[src/common/dma_pkg.sv]
// shared constants for the four-channel dma controller
// Notes on behaviour
// - byte instance decodes I/O 0..Fh; word instance decodes C0h..DFh.
// - word instance selects registers from A1..A4; only even addresses respond.
// - all accesses are bytes; 16-bit registers go low byte then high byte.
// - any write to the byte-select clear port points the toggle at the low byte.
// - command register is write-only; reading its address returns status.
// - command zero: fixed priority, request active high, acknowledge active low.
// - mode write updates only the channel named by data bits 1:0.
// - mode bits 3:2 give direction; bit 5 picks address increment or decrement.
// - mode bits 7:6: 00 demand, 01 single, 10 block, 11 cascade.
// - without auto-initialise, terminal count sets the channel mask bit.
// - with auto-initialise, terminal count reloads address and count from base.
// - single mode: one transfer per request, then the bus is released.
// - block mode: one request runs transfers until terminal count, or endlessly with auto-initialise; request ignored.
// - demand mode: pause while request is low, resume where it stopped.
// - cascade mode: request and acknowledge act as hold request and acknowledge.
// - each channel has a write-only mask; the all-mask port loads every bit.
// - single-mask port sets or clears one channel's mask, others untouched.
// - one 16-bit address register per channel at index twice the channel.
// - reading an address register returns the current address.
// - count loaded as N-1, decrements; rolling 0 to FFFFh drives terminal count.
// - status read reports per channel request activity and finished transfer.
// - a request arriving while masked is held and granted once unmasked.
package dma_pkg;
  localparam logic [3:0] OFS_CMD_STAT = 4'h8;
  localparam logic [3:0] OFS_MASK_ONE = 4'hA;
  localparam logic [3:0] OFS_MODE = 4'hB;
  localparam logic [3:0] OFS_PTR_CLR = 4'hC;
  localparam logic [3:0] OFS_MASK_ALL = 4'hF;
  localparam logic [11:0] BYTE_PAGE = 12'h000;
  localparam logic [10:0] WORD_PAGE = 11'h006;
  localparam logic [7:0] CMD_RST = 8'h00;
  localparam logic [7:0] MODE_RST = 8'h40;
  localparam logic [3:0] MASK_RST = 4'hF;
  localparam int CMD_DIS_BIT = 2;
  localparam int CMD_REQ_LOW_BIT = 6;
  localparam int CMD_ACK_HIGH_BIT = 7;
  localparam int MODE_AUTO_BIT = 4;
  localparam int MODE_DEC_BIT = 5;
  localparam int MASK_SET_BIT = 2;
  localparam logic [15:0] CNT_ROLL = 16'hFFFF;
  localparam logic [1:0] XT_DEMAND = 2'h0;
  localparam logic [1:0] XT_SINGLE = 2'h1;
  localparam logic [1:0] XT_BLOCK = 2'h2;
  localparam logic [1:0] XT_CASCADE = 2'h3;
  localparam int FIFO_DEPTH = 8;
  typedef enum logic [2:0] {
    ST_IDLE = 3'b001,
    ST_XFER = 3'b010,
    ST_CASC = 3'b100
  } eng_state_t;
endpackage

[src/design/four_channel_dma_controller.sv]
// four-channel dma controller with byte-wide register port and transfer fifo
`timescale 1ns/1ps

module dma_fifo #(
  parameter int W = 8,
  parameter int D = 8
) (
  input wire logic clk_sys,
  input wire logic sys_rst,
  input wire logic ce,
  input wire logic in_valid,
  output logic in_ready,
  input wire logic [W-1:0] in_data,
  output logic out_valid,
  input wire logic out_ready,
  output logic [W-1:0] out_data
);
  localparam int AW = (D > 1) ? $clog2(D) : 1;
  localparam int CW = $clog2(D + 1);
  logic [W-1:0] mem_r [D];
  logic [AW-1:0] wp_r;
  logic [AW-1:0] rp_r;
  logic [CW-1:0] cnt_r;
  logic push;
  logic pop;

  assign in_ready = (cnt_r != CW'(D));
  assign out_valid = (cnt_r != '0);
  assign out_data = mem_r[rp_r];
  assign push = ce & in_valid & in_ready;
  assign pop = ce & out_valid & out_ready;

  always_ff @(posedge clk_sys) begin
    if (push) begin
      mem_r[wp_r] <= in_data;
    end
  end

  always_ff @(posedge clk_sys) begin
    if (sys_rst) begin
      wp_r <= '0;
      rp_r <= '0;
      cnt_r <= '0;
    end else begin
      if (push) begin
        wp_r <= (wp_r == AW'(D - 1)) ? '0 : wp_r + 1'b1;
      end
      if (pop) begin
        rp_r <= (rp_r == AW'(D - 1)) ? '0 : rp_r + 1'b1;
      end
      if (push && !pop) begin
        cnt_r <= cnt_r + 1'b1;
      end else if (pop && !push) begin
        cnt_r <= cnt_r - 1'b1;
      end
    end
  end
endmodule

module four_channel_dma_controller #(
  parameter bit WORD_INST = 1'b0,
  parameter int DATA_W = 16,
  parameter int FIFO_D = dma_pkg::FIFO_DEPTH
) (
  input wire logic clk_sys,
  input wire logic sys_rst,
  input wire logic ce,
  input wire logic [15:0] io_addr,
  input wire logic [7:0] io_wdata,
  input wire logic io_wr,
  input wire logic io_rd,
  output logic [7:0] io_rdata,
  input wire logic [3:0] dreq,
  output logic [3:0] dack_n,
  output logic tc_out,
  input wire logic [DATA_W-1:0] per_data,
  output logic mem_valid,
  output logic [16:0] mem_addr,
  output logic [1:0] mem_dir,
  output logic [DATA_W-1:0] mem_data,
  input wire logic mem_ready
);
  localparam int FW = 2 + 17 + DATA_W;

  function automatic logic [2:0] lowest_set(input logic [3:0] v);
    logic [2:0] r;
    r = 3'h0;
    for (int i = 3; i >= 0; i--) begin
      if (v[i]) begin
        r = {1'b1, 2'(i)};
      end
    end
    return r;
  endfunction

  function automatic logic [15:0] step_addr(input logic [15:0] a, input logic dec);
    return dec ? a - 16'h0001 : a + 16'h0001;
  endfunction

  // register decode
  logic hit;
  logic [3:0] idx;
  always_comb begin
    if (WORD_INST) begin
      hit = (io_addr[15:5] == dma_pkg::WORD_PAGE) && !io_addr[0];
      idx = io_addr[4:1];
    end else begin
      hit = (io_addr[15:4] == dma_pkg::BYTE_PAGE);
      idx = io_addr[3:0];
    end
  end

  logic wr_hit;
  logic rd_hit;
  logic wide;
  logic [1:0] reg_ch;
  assign wr_hit = ce & io_wr & hit;
  assign rd_hit = ce & io_rd & hit;
  assign wide = ~idx[3];
  assign reg_ch = idx[2:1];

  logic [7:0] cmd_r;
  logic [7:0] mode_r [4];
  logic [3:0] mask_r;
  logic toggle_r;
  logic [15:0] base_addr_r [4];
  logic [15:0] cur_addr_r [4];
  logic [15:0] base_cnt_r [4];
  logic [15:0] cur_cnt_r [4];
  logic [3:0] tc_flag_r;
  logic [3:0] req_lat_r;

  // request pin synchroniser
  logic [3:0] rq_s1_r;
  logic [3:0] rq_s2_r;
  logic [3:0] rq_s3_r;
  logic [3:0] rq_lvl_r;
  always_ff @(posedge clk_sys) begin
    if (sys_rst) begin
      rq_s1_r <= '0;
      rq_s2_r <= '0;
      rq_s3_r <= '0;
      rq_lvl_r <= '0;
    end else if (ce) begin
      rq_s1_r <= dreq;
      rq_s2_r <= rq_s1_r;
      rq_s3_r <= rq_s2_r;
      for (int i = 0; i < 4; i++) begin
        if (rq_s2_r[i] == rq_s3_r[i]) begin
          rq_lvl_r[i] <= rq_s3_r[i];
        end
      end
    end
  end

  logic [3:0] req_act;
  logic [3:0] pend;
  logic [2:0] pick;
  assign req_act = rq_lvl_r ^ {4{cmd_r[dma_pkg::CMD_REQ_LOW_BIT]}};
  assign pend = (req_act | req_lat_r) & ~mask_r
                & {4{~cmd_r[dma_pkg::CMD_DIS_BIT]}};
  assign pick = lowest_set(pend);

  // engine
  dma_pkg::eng_state_t state_r;
  logic [1:0] act_ch_r;
  logic fifo_in_ready;
  logic [7:0] act_mode;
  logic [1:0] act_type;
  logic act_auto;
  logic push;
  logic is_tc;
  logic tc_evt;
  logic grant;
  assign act_mode = mode_r[act_ch_r];
  assign act_type = act_mode[7:6];
  assign act_auto = act_mode[dma_pkg::MODE_AUTO_BIT];
  // demand mode only moves data while the request stays up
  assign push = ce && (state_r == dma_pkg::ST_XFER) && fifo_in_ready
                && (act_type != dma_pkg::XT_DEMAND || req_act[act_ch_r]);
  assign is_tc = (cur_cnt_r[act_ch_r] == 16'h0000);
  assign tc_evt = push && is_tc;
  assign grant = ce && (state_r == dma_pkg::ST_IDLE) && pick[2];

  always_ff @(posedge clk_sys) begin
    if (sys_rst) begin
      state_r <= dma_pkg::ST_IDLE;
      act_ch_r <= 2'h0;
    end else if (ce) begin
      case (state_r)
        dma_pkg::ST_IDLE: begin
          if (pick[2]) begin
            act_ch_r <= pick[1:0];
            if (mode_r[pick[1:0]][7:6] == dma_pkg::XT_CASCADE) begin
              state_r <= dma_pkg::ST_CASC;
            end else begin
              state_r <= dma_pkg::ST_XFER;
            end
          end
        end
        dma_pkg::ST_XFER: begin
          if (act_type == dma_pkg::XT_DEMAND && !req_act[act_ch_r]) begin
            state_r <= dma_pkg::ST_IDLE;
          end else if (push) begin
            if (act_type == dma_pkg::XT_SINGLE) begin
              state_r <= dma_pkg::ST_IDLE;
            end else if (is_tc && !act_auto) begin
              state_r <= dma_pkg::ST_IDLE;
            end
          end
        end
        dma_pkg::ST_CASC: begin
          if (!req_act[act_ch_r]) begin
            state_r <= dma_pkg::ST_IDLE;
          end
        end
        default: state_r <= dma_pkg::ST_IDLE;
      endcase
    end
  end

  // acknowledge and terminal count pins
  logic [3:0] ack_on;
  always_comb begin
    ack_on = 4'h0;
    if (state_r != dma_pkg::ST_IDLE) begin
      ack_on[act_ch_r] = 1'b1;
    end
  end

  always_ff @(posedge clk_sys) begin
    if (sys_rst) begin
      dack_n <= 4'hF;
      tc_out <= 1'b0;
    end else if (ce) begin
      dack_n <= ~ack_on ^ {4{cmd_r[dma_pkg::CMD_ACK_HIGH_BIT]}};
      tc_out <= tc_evt;
    end
  end

  // command, mode and mask registers
  always_ff @(posedge clk_sys) begin
    if (sys_rst) begin
      cmd_r <= dma_pkg::CMD_RST;
      for (int i = 0; i < 4; i++) begin
        mode_r[i] <= dma_pkg::MODE_RST;
      end
    end else if (wr_hit) begin
      if (idx == dma_pkg::OFS_CMD_STAT) begin
        cmd_r <= io_wdata;
      end
      if (idx == dma_pkg::OFS_MODE) begin
        mode_r[io_wdata[1:0]] <= io_wdata;
      end
    end
  end

  always_ff @(posedge clk_sys) begin
    if (sys_rst) begin
      mask_r <= dma_pkg::MASK_RST;
    end else if (ce) begin
      if (tc_evt && !act_auto) begin
        mask_r[act_ch_r] <= 1'b1;
      end else if (wr_hit && idx == dma_pkg::OFS_MASK_ALL) begin
        mask_r <= io_wdata[3:0];
      end else if (wr_hit && idx == dma_pkg::OFS_MASK_ONE) begin
        mask_r[io_wdata[1:0]] <= io_wdata[dma_pkg::MASK_SET_BIT];
      end
    end
  end

  // a request seen while masked is held until its channel is granted
  always_ff @(posedge clk_sys) begin
    if (sys_rst) begin
      req_lat_r <= 4'h0;
    end else if (ce) begin
      for (int i = 0; i < 4; i++) begin
        req_lat_r[i] <= (req_lat_r[i] && !(grant && pick[1:0] == 2'(i)))
                        || (req_act[i] && mask_r[i]);
      end
    end
  end

  // byte toggle
  always_ff @(posedge clk_sys) begin
    if (sys_rst) begin
      toggle_r <= 1'b0;
    end else if (wr_hit && idx == dma_pkg::OFS_PTR_CLR) begin
      toggle_r <= 1'b0;
    end else if ((wr_hit || rd_hit) && wide) begin
      toggle_r <= ~toggle_r;
    end
  end

  // address and count registers; host writes win over the engine, since
  // software masks a channel before reprogramming it
  always_ff @(posedge clk_sys) begin
    if (sys_rst) begin
      for (int i = 0; i < 4; i++) begin
        base_addr_r[i] <= 16'h0000;
        cur_addr_r[i] <= 16'h0000;
        base_cnt_r[i] <= 16'h0000;
        cur_cnt_r[i] <= 16'h0000;
      end
    end else if (wr_hit && wide) begin
      if (!idx[0]) begin
        if (toggle_r) begin
          base_addr_r[reg_ch][15:8] <= io_wdata;
          cur_addr_r[reg_ch][15:8] <= io_wdata;
        end else begin
          base_addr_r[reg_ch][7:0] <= io_wdata;
          cur_addr_r[reg_ch][7:0] <= io_wdata;
        end
      end else if (toggle_r) begin
        base_cnt_r[reg_ch][15:8] <= io_wdata;
        cur_cnt_r[reg_ch][15:8] <= io_wdata;
      end else begin
        base_cnt_r[reg_ch][7:0] <= io_wdata;
        cur_cnt_r[reg_ch][7:0] <= io_wdata;
      end
    end else if (push) begin
      if (is_tc && act_auto) begin
        cur_addr_r[act_ch_r] <= base_addr_r[act_ch_r];
        cur_cnt_r[act_ch_r] <= base_cnt_r[act_ch_r];
      end else begin
        cur_addr_r[act_ch_r] <= step_addr(cur_addr_r[act_ch_r],
                                          act_mode[dma_pkg::MODE_DEC_BIT]);
        cur_cnt_r[act_ch_r] <= cur_cnt_r[act_ch_r] - 16'h0001;
      end
    end
  end

  // finished flags clear on a status read; a count arriving then still sets
  always_ff @(posedge clk_sys) begin
    if (sys_rst) begin
      tc_flag_r <= 4'h0;
    end else if (ce) begin
      for (int i = 0; i < 4; i++) begin
        if (tc_evt && act_ch_r == 2'(i)) begin
          tc_flag_r[i] <= 1'b1;
        end else if (rd_hit && idx == dma_pkg::OFS_CMD_STAT) begin
          tc_flag_r[i] <= 1'b0;
        end
      end
    end
  end

  // read port
  logic [15:0] rd_word;
  assign rd_word = idx[0] ? cur_cnt_r[reg_ch] : cur_addr_r[reg_ch];
  always_ff @(posedge clk_sys) begin
    if (sys_rst) begin
      io_rdata <= 8'h00;
    end else if (ce && io_rd) begin
      if (!hit) begin
        io_rdata <= 8'h00;
      end else if (wide) begin
        io_rdata <= toggle_r ? rd_word[15:8] : rd_word[7:0];
      end else if (idx == dma_pkg::OFS_CMD_STAT) begin
        io_rdata <= {req_act | req_lat_r, tc_flag_r};
      end else begin
        io_rdata <= 8'h00;
      end
    end
  end

  // transfer data path
  logic [16:0] out_addr;
  logic [FW-1:0] fifo_in;
  logic [FW-1:0] fifo_out;
  logic fifo_out_valid;
  logic fifo_out_ready;
  assign out_addr = WORD_INST ? {cur_addr_r[act_ch_r], 1'b0} : {1'b0, cur_addr_r[act_ch_r]};
  assign fifo_in = {act_mode[3:2], out_addr, per_data};
  // the output register only takes a word when it is empty or being drained
  assign fifo_out_ready = !mem_valid || mem_ready;

  dma_fifo #(
    .W(FW),
    .D(FIFO_D)
  ) u_fifo (
    .clk_sys(clk_sys),
    .sys_rst(sys_rst),
    .ce(ce),
    .in_valid(push),
    .in_ready(fifo_in_ready),
    .in_data(fifo_in),
    .out_valid(fifo_out_valid),
    .out_ready(fifo_out_ready),
    .out_data(fifo_out)
  );

  always_ff @(posedge clk_sys) begin
    if (sys_rst) begin
      mem_valid <= 1'b0;
      mem_dir <= 2'h0;
      mem_addr <= 17'h00000;
      mem_data <= '0;
    end else if (ce && fifo_out_ready) begin
      mem_valid <= fifo_out_valid;
      if (fifo_out_valid) begin
        mem_dir <= fifo_out[FW-1:FW-2];
        mem_addr <= fifo_out[FW-3:DATA_W];
        mem_data <= fifo_out[DATA_W-1:0];
      end
    end
  end
endmodule

[config.mk]
export PLATFORM = sky130hd
export DESIGN_NAME = four_channel_dma_controller
export DESIGN_NICKNAME = d
export VERILOG_FILES = /design/src/common/dma_pkg.sv /design/src/design/four_channel_dma_controller.sv
export SDC_FILE = /design/constraint.sdc
export NUM_CORES = 1
export LEC_CHECK = 0
export ABC_CLOCK_PERIOD_IN_PS = 6200
export BUFFER_PORTS_ARGS = -buffer_cell sky130_fd_sc_hd__buf_2
export CORE_UTILIZATION = 35
export DETAILED_ROUTE_END_ITERATION = 6
export PLACE_DENSITY = 0.47
export SYNTH_ARGS = -nofsm -noshare
export SYNTH_HDL_FRONTEND = slang
export SYNTH_HIERARCHICAL = 1
export SYNTH_SLANG_ARGS = --single-unit
[constraint.sdc]
create_clock -name clk_sys -period 6.2 [get_ports clk_sys]
set_clock_uncertainty 0.15 [all_clocks]
set_input_delay 1.24 -clock clk_sys [delete_from_list [all_inputs] [get_ports clk_sys]]
set_output_delay 1.24 -clock clk_sys [all_outputs]
set_load 0.005 [all_outputs]
# == Word-level counts from Yosys, hierarchy flattened ==
# Memory sizes are Yosys's and may differ from the RTL's. A register that Yosys moved wholly into a read port is not among the register bits.
# Cells that the tools add are included.
# W data, S select, Z words.
# op_classes
muxes,107
bitwise,21
n_eq_ne,28
n_lt_le_gt_ge,4
n_reduce_logical,88
addsub,7
# ops
operator,count
$mux W16,10
$reduce_or A16 Y1,6
$mux W2,23
$mux W1,45
$mux W8,5
$mux W3,13
$logic_and A1 B1 Y1,38
$sub A16 B1 Y16 const B,2
$mux W4,6
$reduce_and A2 Y1,11
$eq A4 B4 Y1 const B,5
$add A16 B1 Y16 const B,1
$logic_not A16 Y1,1
$logic_not A12 Y1,1
$reduce_bool A2 Y1,6
$eq A2 B2 Y1 const B,5
$eq A3 B3 Y1 const B,3
$logic_not A1 Y1,9
$pmux W3 S3,1
$and A1 B1 Y1,8
$and A4 B4 Y4,2
$not A4 Y4,2
$or A4 B4 Y4,2
$reduce_or A8 Y1,1
27 further kinds,49
# word_totals
ram_bits,560
mem_count,6
out_inout_bits,49
input_bits,50
ff_bits,83
# mem_list
memory,depth,width,read_ports,rd_ports_with_merged_regs,wr,line_no,text
u_fifo.mem_r,8,34,1,1,1,four_channel_dma_controller.sv:20,logic [W-1:0] mem_r [D];
base_addr_r,4,16,1,1,4,four_channel_dma_controller.sv:126,logic [15:0] base_addr_r [4];
base_cnt_r,4,16,1,1,4,four_channel_dma_controller.sv:128,logic [15:0] base_cnt_r [4];
cur_addr_r,4,16,2,1,4,four_channel_dma_controller.sv:127,logic [15:0] cur_addr_r [4];
cur_cnt_r,4,16,2,1,4,four_channel_dma_controller.sv:129,logic [15:0] cur_cnt_r [4];
mode_r,4,8,2,1,4,four_channel_dma_controller.sv:123,logic [7:0] mode_r [4];

# == Logic depth before layout (Yosys ltp) ==
# Gate-level depths: netlist (run 1).
# logic_depth
word_depth,13
ltp_mapped,15
ltp_nobuf,13

# == Modules after synthesis ==
# Netlist (run 1), hierarchy kept.
# by_module_without_submodules
module,seq_area_each_um2,cells_per_inst,area_each_um2,n_inst
four_channel_dma_controller,10169.8,1521,18136.1,1
dma_fifo,8668.3,480,11478.5,1

# == Least setup slack after synthesis (run 1) ==
# Ideal clock, no wire load.
# synth_timing
path_kind,input port to flip-flop
from,input port ce
to,memory u_fifo/mem_r[0][0] (netlist name) (enable)
slack_ns,0.408
required_ns,5.535
path_stages,5
setup_time_ns,0.515
arrival_time_ns,5.127
path_buffers,0
path_cell_list,nand3_1 a21o_1 inv_2 nand3_2 nor4_1
# synth_via
elab_chain_len,7
# synth_lines
item,line_no,text
start: declaration,four_channel_dma_controller.sv:67,"input wire logic ce,"
$logic_and A1 B1 Y1 (2 in a row),four_channel_dma_controller.sv:179,assign push = ce && (state_r == dma_pkg::ST_XFER) && fifo_in_ready
$logic_and A1 B1 Y1,four_channel_dma_controller.sv:180,&& (act_type != dma_pkg::XT_DEMAND || req_act[act_ch_r]);
named net push,four_channel_dma_controller.sv:171,logic push;
$and A1 B1 Y1 (2 in a row),four_channel_dma_controller.sv:30,assign push = ce & in_valid & in_ready;
$mux W1,four_channel_dma_controller.sv:34,if (push) begin
$mux W1 (implied by the code),four_channel_dma_controller.sv:35,mem_r[wp_r] <= in_data;
end: declaration,four_channel_dma_controller.sv:20,
# The timed path passes the listed nets, and every way through them passes these cells.

==> impl_metrics.yaml, run 1 <==
worst_hold_path:
  min_from: "mem_addr[10]"
  hold_class: "reg2reg"
timing:
  period_share_pct: 73.9
  hold_viol_final: 0
  setup_viol: 0
  drv_slew: 0
  slew_headroom_pct: 25.0
  tns_ps: 0
  fmax_mhz: 218
  worst_slack_ps: 1620
  tightest_slew_ps: 1110
  rsz0062_at_grt: "false"
  post-route-min-period_ps: 4580
global_route:
  grtUsageMet1_pct: 25.1
  grt.busiest_layer: "met2"
  grt_util_met3_pct: 3.07
  grt_max_degree: 71
  grt_pass1_vias: 17700
  antenna_found_initial: 3
  grt_overflow_total: 0
  met2_usage_pct: 30.8
  grt.total_usage_pct: 18.7
  grt_first_pass_wirelength_mm: 118
placed_design:
  io_buffers: 98
  dpl_worst_slack_ps: 1300
  dp_hpwl_mm: 52.6
  routabilityCongestion: 0.856
  dp_cells: 3169
  placed_area_um2: 31300
routing:
  drt-wirelength-per-cell_um: 23.9
  dr.pass1.iters: 7
  drtIter0Drc: 1387
  ant_nets: 0
  routed_wl_mm: 79.2
  num_vias: 17300
  vias_per_cell: 5.23
  route.detailed.drc: 0
finish:
  fill_cells: 7756
  multi_input_area_um2: 10100
  syn2layout_area_growth_pct: 14.5
  stdcell_count: 3311
  mostFrequentLayoutCells: "edfxtp_1 (560), nor2_1 (272), nand2_1 (199)"
  drive_gt1_share_pct: 20.4
  layout_commonest_cell: "edfxtp_1"
  stdcell_area_um2: 33900
  finish.net_count: 2187
  register_area_um2: 18800
run:
  cap_violations: 0
synthesis:
  yosysSeqAreaShare_pct: 63.6
  synthDistinctLibCells: 82
  synthesis.instances: 2001
  ys.flop_type: "edfxtp_1"
  synth-simple-area-share_pct: 9.71
  syn_avg_cell_area_um2: 14.8
  synth_compound_area_share_pct: 4.61
  synth_enable_flop_cells: 560
  synthAdderAreaFrac_pct: 1.11
  synth_top_family_by_area: "multiplexers"
  synth-seq-cells: 661
  synth-xor-area-share_pct: 1.06
  muxShareOfSynthArea_pct: 17.2
  yosys_warnings: 6
  async_flop_share_pct: 0
  syn_area_um2: 29600
worst_setup_path:
  cp_slowest_cell: "dfxtp_4"
  startpoint_type: "register"
  crit_fanout: 36
  cpMostUsedCell: "nor2_1"
  crit_required_ps: 6410
  crit_arrival_ps: 4790
  crit_path_end_kind: "register"
  crit_buf_inv: 0
  crit_type: "reg2reg"
  crit_chain: "mux4_2 > nor4_4 > nand4_2 > nor2_4 > nor2_1 > a21oi_1 > nor2_1"
  cpLargestDelayFamily: "simple AND/OR/NAND/NOR gates"
  slowest_delay_ps: 920
floorplan:
  rows: 106
  start_util_pct: 35.4
  ios: 99
  die_height_um: 293
  core-area_um2: 83700
  dieArea_um2: 85800
  die_w_um: 293
clock_network:
  clock_sinks: 661
  post_cts_buffers: 0
  clock_path_buffers: 3
  cts_tree: "done"
  root_buffer: "clkbuf_16"
  numCtsBuffers: 75
  clk_latency_ps: 620
  cts_hold_buf: 0
  htreeDepth: 3
  path_clk_slew_ps: 60
  cts_resized: 0
pwr:
  cellPowerDensity_nw_per_um2: 293
  power_leakage_nw: 11.5
  vdd_drop_max_uv: 185
status:
  outcome: "completed"
worst register-to-register path: stages (launching register included):
cell and delay [ps]:
dfxtp_4 920, mux4_2 720, nor4_4 590, nand4_2 330, nor2_4 570, nor2_1 430
a21oi_1 490, nor2_1 100
state kept, by name, indices dropped and copies added, names as in the netlist, 8 cells and up, named ones only:
register      flops
cur_addr_r       64
cur_cnt_r        64
u_fifo/mem_r    280
mem_addr         17
io_rdata          8
mem_data         16
mode_r           24
base_addr_r      64
base_cnt_r       64
routing by layer:
metal	vias up	wire, µm
met3	126	3790
met4	4	2410
met2	462	38300
met1	8823	34700
li1	7912	-
met5	-	23
power breakdown:
part | internal (mW) | switching (mW) | leakage, nW | total, mW
registers | 4.90 | 0.0396 | 6.04 | 4.94
logic | 0.148 | 0.267 | 4.16 | 0.415
clock network | 2.74 | 1.84 | 1.26 | 4.58
total | 7.79 | 2.14 | 11.5 | 9.93
logic make-up after synthesis:
logic type      count (synthesis)
flops                         661
xor+xnor                       36
other cells                     1
simple gates                  644
buf+inv                       171
compound gates                212
fa+ha+maj                      25
mux                           251
synthesized netlist by cell type (all sizes together) (10+ instances only):
cell type  count  area share [%]
edfxtp       560              57
nor2         277             3.5
nand2        201             2.6
mux4         181              15
dfxtp        101             6.8
a21oi         88             1.6
inv           67            0.85
clkbuf        59            0.75
buf           45             1.1
mux2          41             1.6
o21ai         38            0.64
nor3          35            0.61
mux2i         29             1.0
nand3         29            0.51
ha            23            0.97
xor2          19            0.56
a21o          17            0.43
xnor2         17            0.50
nor2b         15            0.32
and2          14            0.30
nand2b        13            0.27
nor4          12            0.38
and3          11            0.27
a31oi         10            0.21
metrics by stage:
step	hold slack, ps	utilization [%]	power [mW]
final	299	40.5	9.93
after CTS	302	40.5	10.1
after global routing	319	40.5	10.2
after floorplan	286	-	5.27
after global placement	289	37.4	5.44
after detailed placement	294	37.4	5.45
final timing paths:
check	to	slack, ps	cells past startpoint
setup / recovery	cur_addr_r[1][12]	1620	7
hold reg to reg	mem_addr[10]	300	2
setup reg to reg	cur_addr_r[1][12]	1620	7
hold / removal	mem_addr[10]	300	2
area by class of cell:
type / count / area share (%)
tap: 1134 / 4.19
timing repair buffer: 131 / 2.19
multi-input combinational: 1176 / 29.7
clock buffer: 99 / 6.10
antenna: 2 / 0.0148
clock inverter: 41 / 1.50
inverter: 67 / 0.742
sequential: 661 / 55.6
No activity file was read; power rests on OpenSTA's default activity.
==> run 2: changes to the inputs <==
--- a/config.mk
+++ b/config.mk
@@ -5,11 +5,11 @@
 export SDC_FILE = /design/constraint.sdc
 export NUM_CORES = 1
 export LEC_CHECK = 0
-export ABC_CLOCK_PERIOD_IN_PS = 6200
+export ABC_CLOCK_PERIOD_IN_PS = 3650
 export BUFFER_PORTS_ARGS = -buffer_cell sky130_fd_sc_hd__buf_2
 export CORE_UTILIZATION = 35
 export DETAILED_ROUTE_END_ITERATION = 6
-export PLACE_DENSITY = 0.47
+export PLACE_DENSITY = 0.49
 export SYNTH_ARGS = -nofsm -noshare
 export SYNTH_HDL_FRONTEND = slang
 export SYNTH_HIERARCHICAL = 1
==> constraint.sdc (replaced) <==
create_clock -name clk_sys -period 3.65 [get_ports clk_sys]
set_clock_uncertainty 0.15 [all_clocks]
set_input_delay 0.73 -clock clk_sys [delete_from_list [all_inputs] [get_ports clk_sys]]
set_output_delay 0.73 -clock clk_sys [all_outputs]
set_load 0.005 [all_outputs]
==> impl_metrics.yaml, run 2 (same netlist as run 1, synthesis figures left out) <==
clock_network:
  root_buffer: "clkbuf_16"
  cts_hold_buf: 0
  path_clk_slew_ps: 60
  clock_sinks: 661
  htreeDepth: 3
  clock_path_buffers: 3
  cts_tree: "done"
  clk_latency_ps: 630
  numCtsBuffers: 75
pwr:
  vdd_drop_max_uv: 296
  power_leakage_nw: 12.0
  seq_power_share_pct: 50.2
  p_int_mw: 13.0
  power_switching_mw: 3.68
  p_comb_share_pct: 4.5
  p_clk_share_pct: 45.2
  cellPowerDensity_nw_per_um2: 476
  sw_frac_of_total_pct: 22.1
routing:
  drt-wirelength-per-cell_um: 22.9
  dr.pass1.iters: 5
  ant_nets: 0
  num_vias: 17900
  drtIter0Drc: 1293
  route.detailed.drc: 0
  routed_wl_mm: 78.6
  vias_per_cell: 5.23
global_route:
  antenna_found_initial: 0
  grt_pass1_vias: 18400
  grt_first_pass_wirelength_mm: 117
  grt.total_usage_pct: 18.4
  grt_max_degree: 83
  grt_overflow_total: 0
timing:
  slew_headroom_pct: 32.2
  hold_viol_final: 0
  rsz0062_at_grt: "true"
  period_share_pct: 96.8
  tightest_slew_ps: 1020
  drv_slew: 0
  tns_ps: 0
  worst_slack_ps: 118
  fmax_mhz: 283
  setup_viol: 0
  post-route-min-period_ps: 3530
worst_setup_path:
  crit_fanout: 6
  crit_required_ps: 3870
  crit_chain: "buf_12 > buf_4 > mux4_2 > inv_1 > ha_1 > inv_1 > nor4_1 > nand4_2 > or2_0 > mux2_4 > a21oi_4 > nor2_1"
  startpoint_type: "register"
  cpMostUsedCell: "inv_1"
  crit_type: "reg2reg"
  slowest_delay_ps: 530
  cpLargestDelayFamily: "simple AND/OR/NAND/NOR gates"
  crit_arrival_ps: 3750
  crit_buf_inv: 4
  crit_path_end_kind: "register"
  cp_slowest_cell: "mux4_2"
finish:
  fill_cells: 7680
  layout_commonest_cell: "edfxtp_1"
  syn2layout_area_growth_pct: 18.5
  diodes: 0
  mostFrequentLayoutCells: "edfxtp_1 (560), nor2_1 (272), nand2_1 (199)"
  drive_gt1_share_pct: 25.1
  finish.net_count: 2308
  top_register: "u_fifo/mem_r"
  largest_register_ffs: 280
floorplan:
  dieArea_um2: 85800
  core-area_um2: 83700
  die_w_um: 293
  ios: 99
  rows: 106
  start_util_pct: 35.4
  die_height_um: 293
placed_design:
  routabilityCongestion: 0.858
  dpl_worst_slack_ps: 24.7
  io_buffers: 98
  dp_hpwl_mm: 52.9
run:
  cap_violations: 0
worst_hold_path:
  hold_class: "in2reg"
status:
  outcome: "completed"
## run 2: changes by cell type in the layout (fill, tap and decap cells not counted), moves of 3 or more
| cell | change |
|---|---|
| buf_4 | +101 |
| buf_12 | +19 |
| ha_1 | -4 |
| clkinv_8 | -4 |
| ha_4 | +4 |
| clkbuf_8 | -3 |
| clkbuf_1 | +5 |
| a21oi_2 | +8 |
| a21oi_1 | -8 |
| bufinv_16 | -4 |
## run 2: path summary, 6_finish.rpt
path / depth (start not counted) / start / slack [ps] / to
worst max-delay path: 12 / register / 120 / cur_cnt_r[1][14]
worst min-delay path: 3 / dreq[1] / 200 / rq_s1_r[1]
worst max register to register: 12 / register / 120 / cur_cnt_r[1][14]
worst min register to register: 2 / mem_data[9] / 300 / mem_data[9]
## run 2: layout make-up
| class | count | area, µm² | area share, % |
|---|---|---|---|
| sequential | 661 | 18900 | 53.7 |
| multi-input combinational | 1176 | 10200 | 29.0 |
| clock buffer | 102 | 2070 | 5.90 |
| timing repair buffer | 252 | 1890 | 5.39 |
| tap | 1134 | 1420 | 4.04 |
| clock inverter | 37 | 428 | 1.22 |
| inverter | 67 | 251 | 0.717 |
## run 2: power by group through the flow
stage / Combinational (mW) / Clock (mW) / Sequential (mW)
detailed placement: 0.757 / 0 / 8.54
global route: 0.811 / 8.04 / 8.40
finish: 0.757 / 7.55 / 8.38
CTS: 0.761 / 7.73 / 8.38
global placement: 0.750 / 0 / 8.54
floorplan: 0.448 / 0 / 8.52
## run 2: metal layers
metal  wire length, µm  global-route usage (%)
met1             34500                    24.9
met2             38100                    30.3
met3              4020                    3.00
met4              1980                    5.62
met5                 0                       0
## run 2: tightest hold or removal path: stages
cell and delay (ps):
buf_2 70, mux2i_1 50, nor2_1 70
## run 2: per-stage QoR
stage	instances	util [%]	hold WS, ps	area (µm²)	total power, mW
after floorplan	2008	-	286	29800	8.96
after global placement	3286	38.8	289	32500	9.29
after detailed placement	3286	38.8	296	32500	9.30
after CTS	3425	41.8	172	35000	16.9
after global routing	3429	41.9	197	35100	17.2
final	3429	41.9	201	35100	16.7
## run 2: repair_timing
action	4_1_cts	5_1_grt
resized for setup	0	7
endpoints found under the setup margin	0	39
setup buffers	0	4
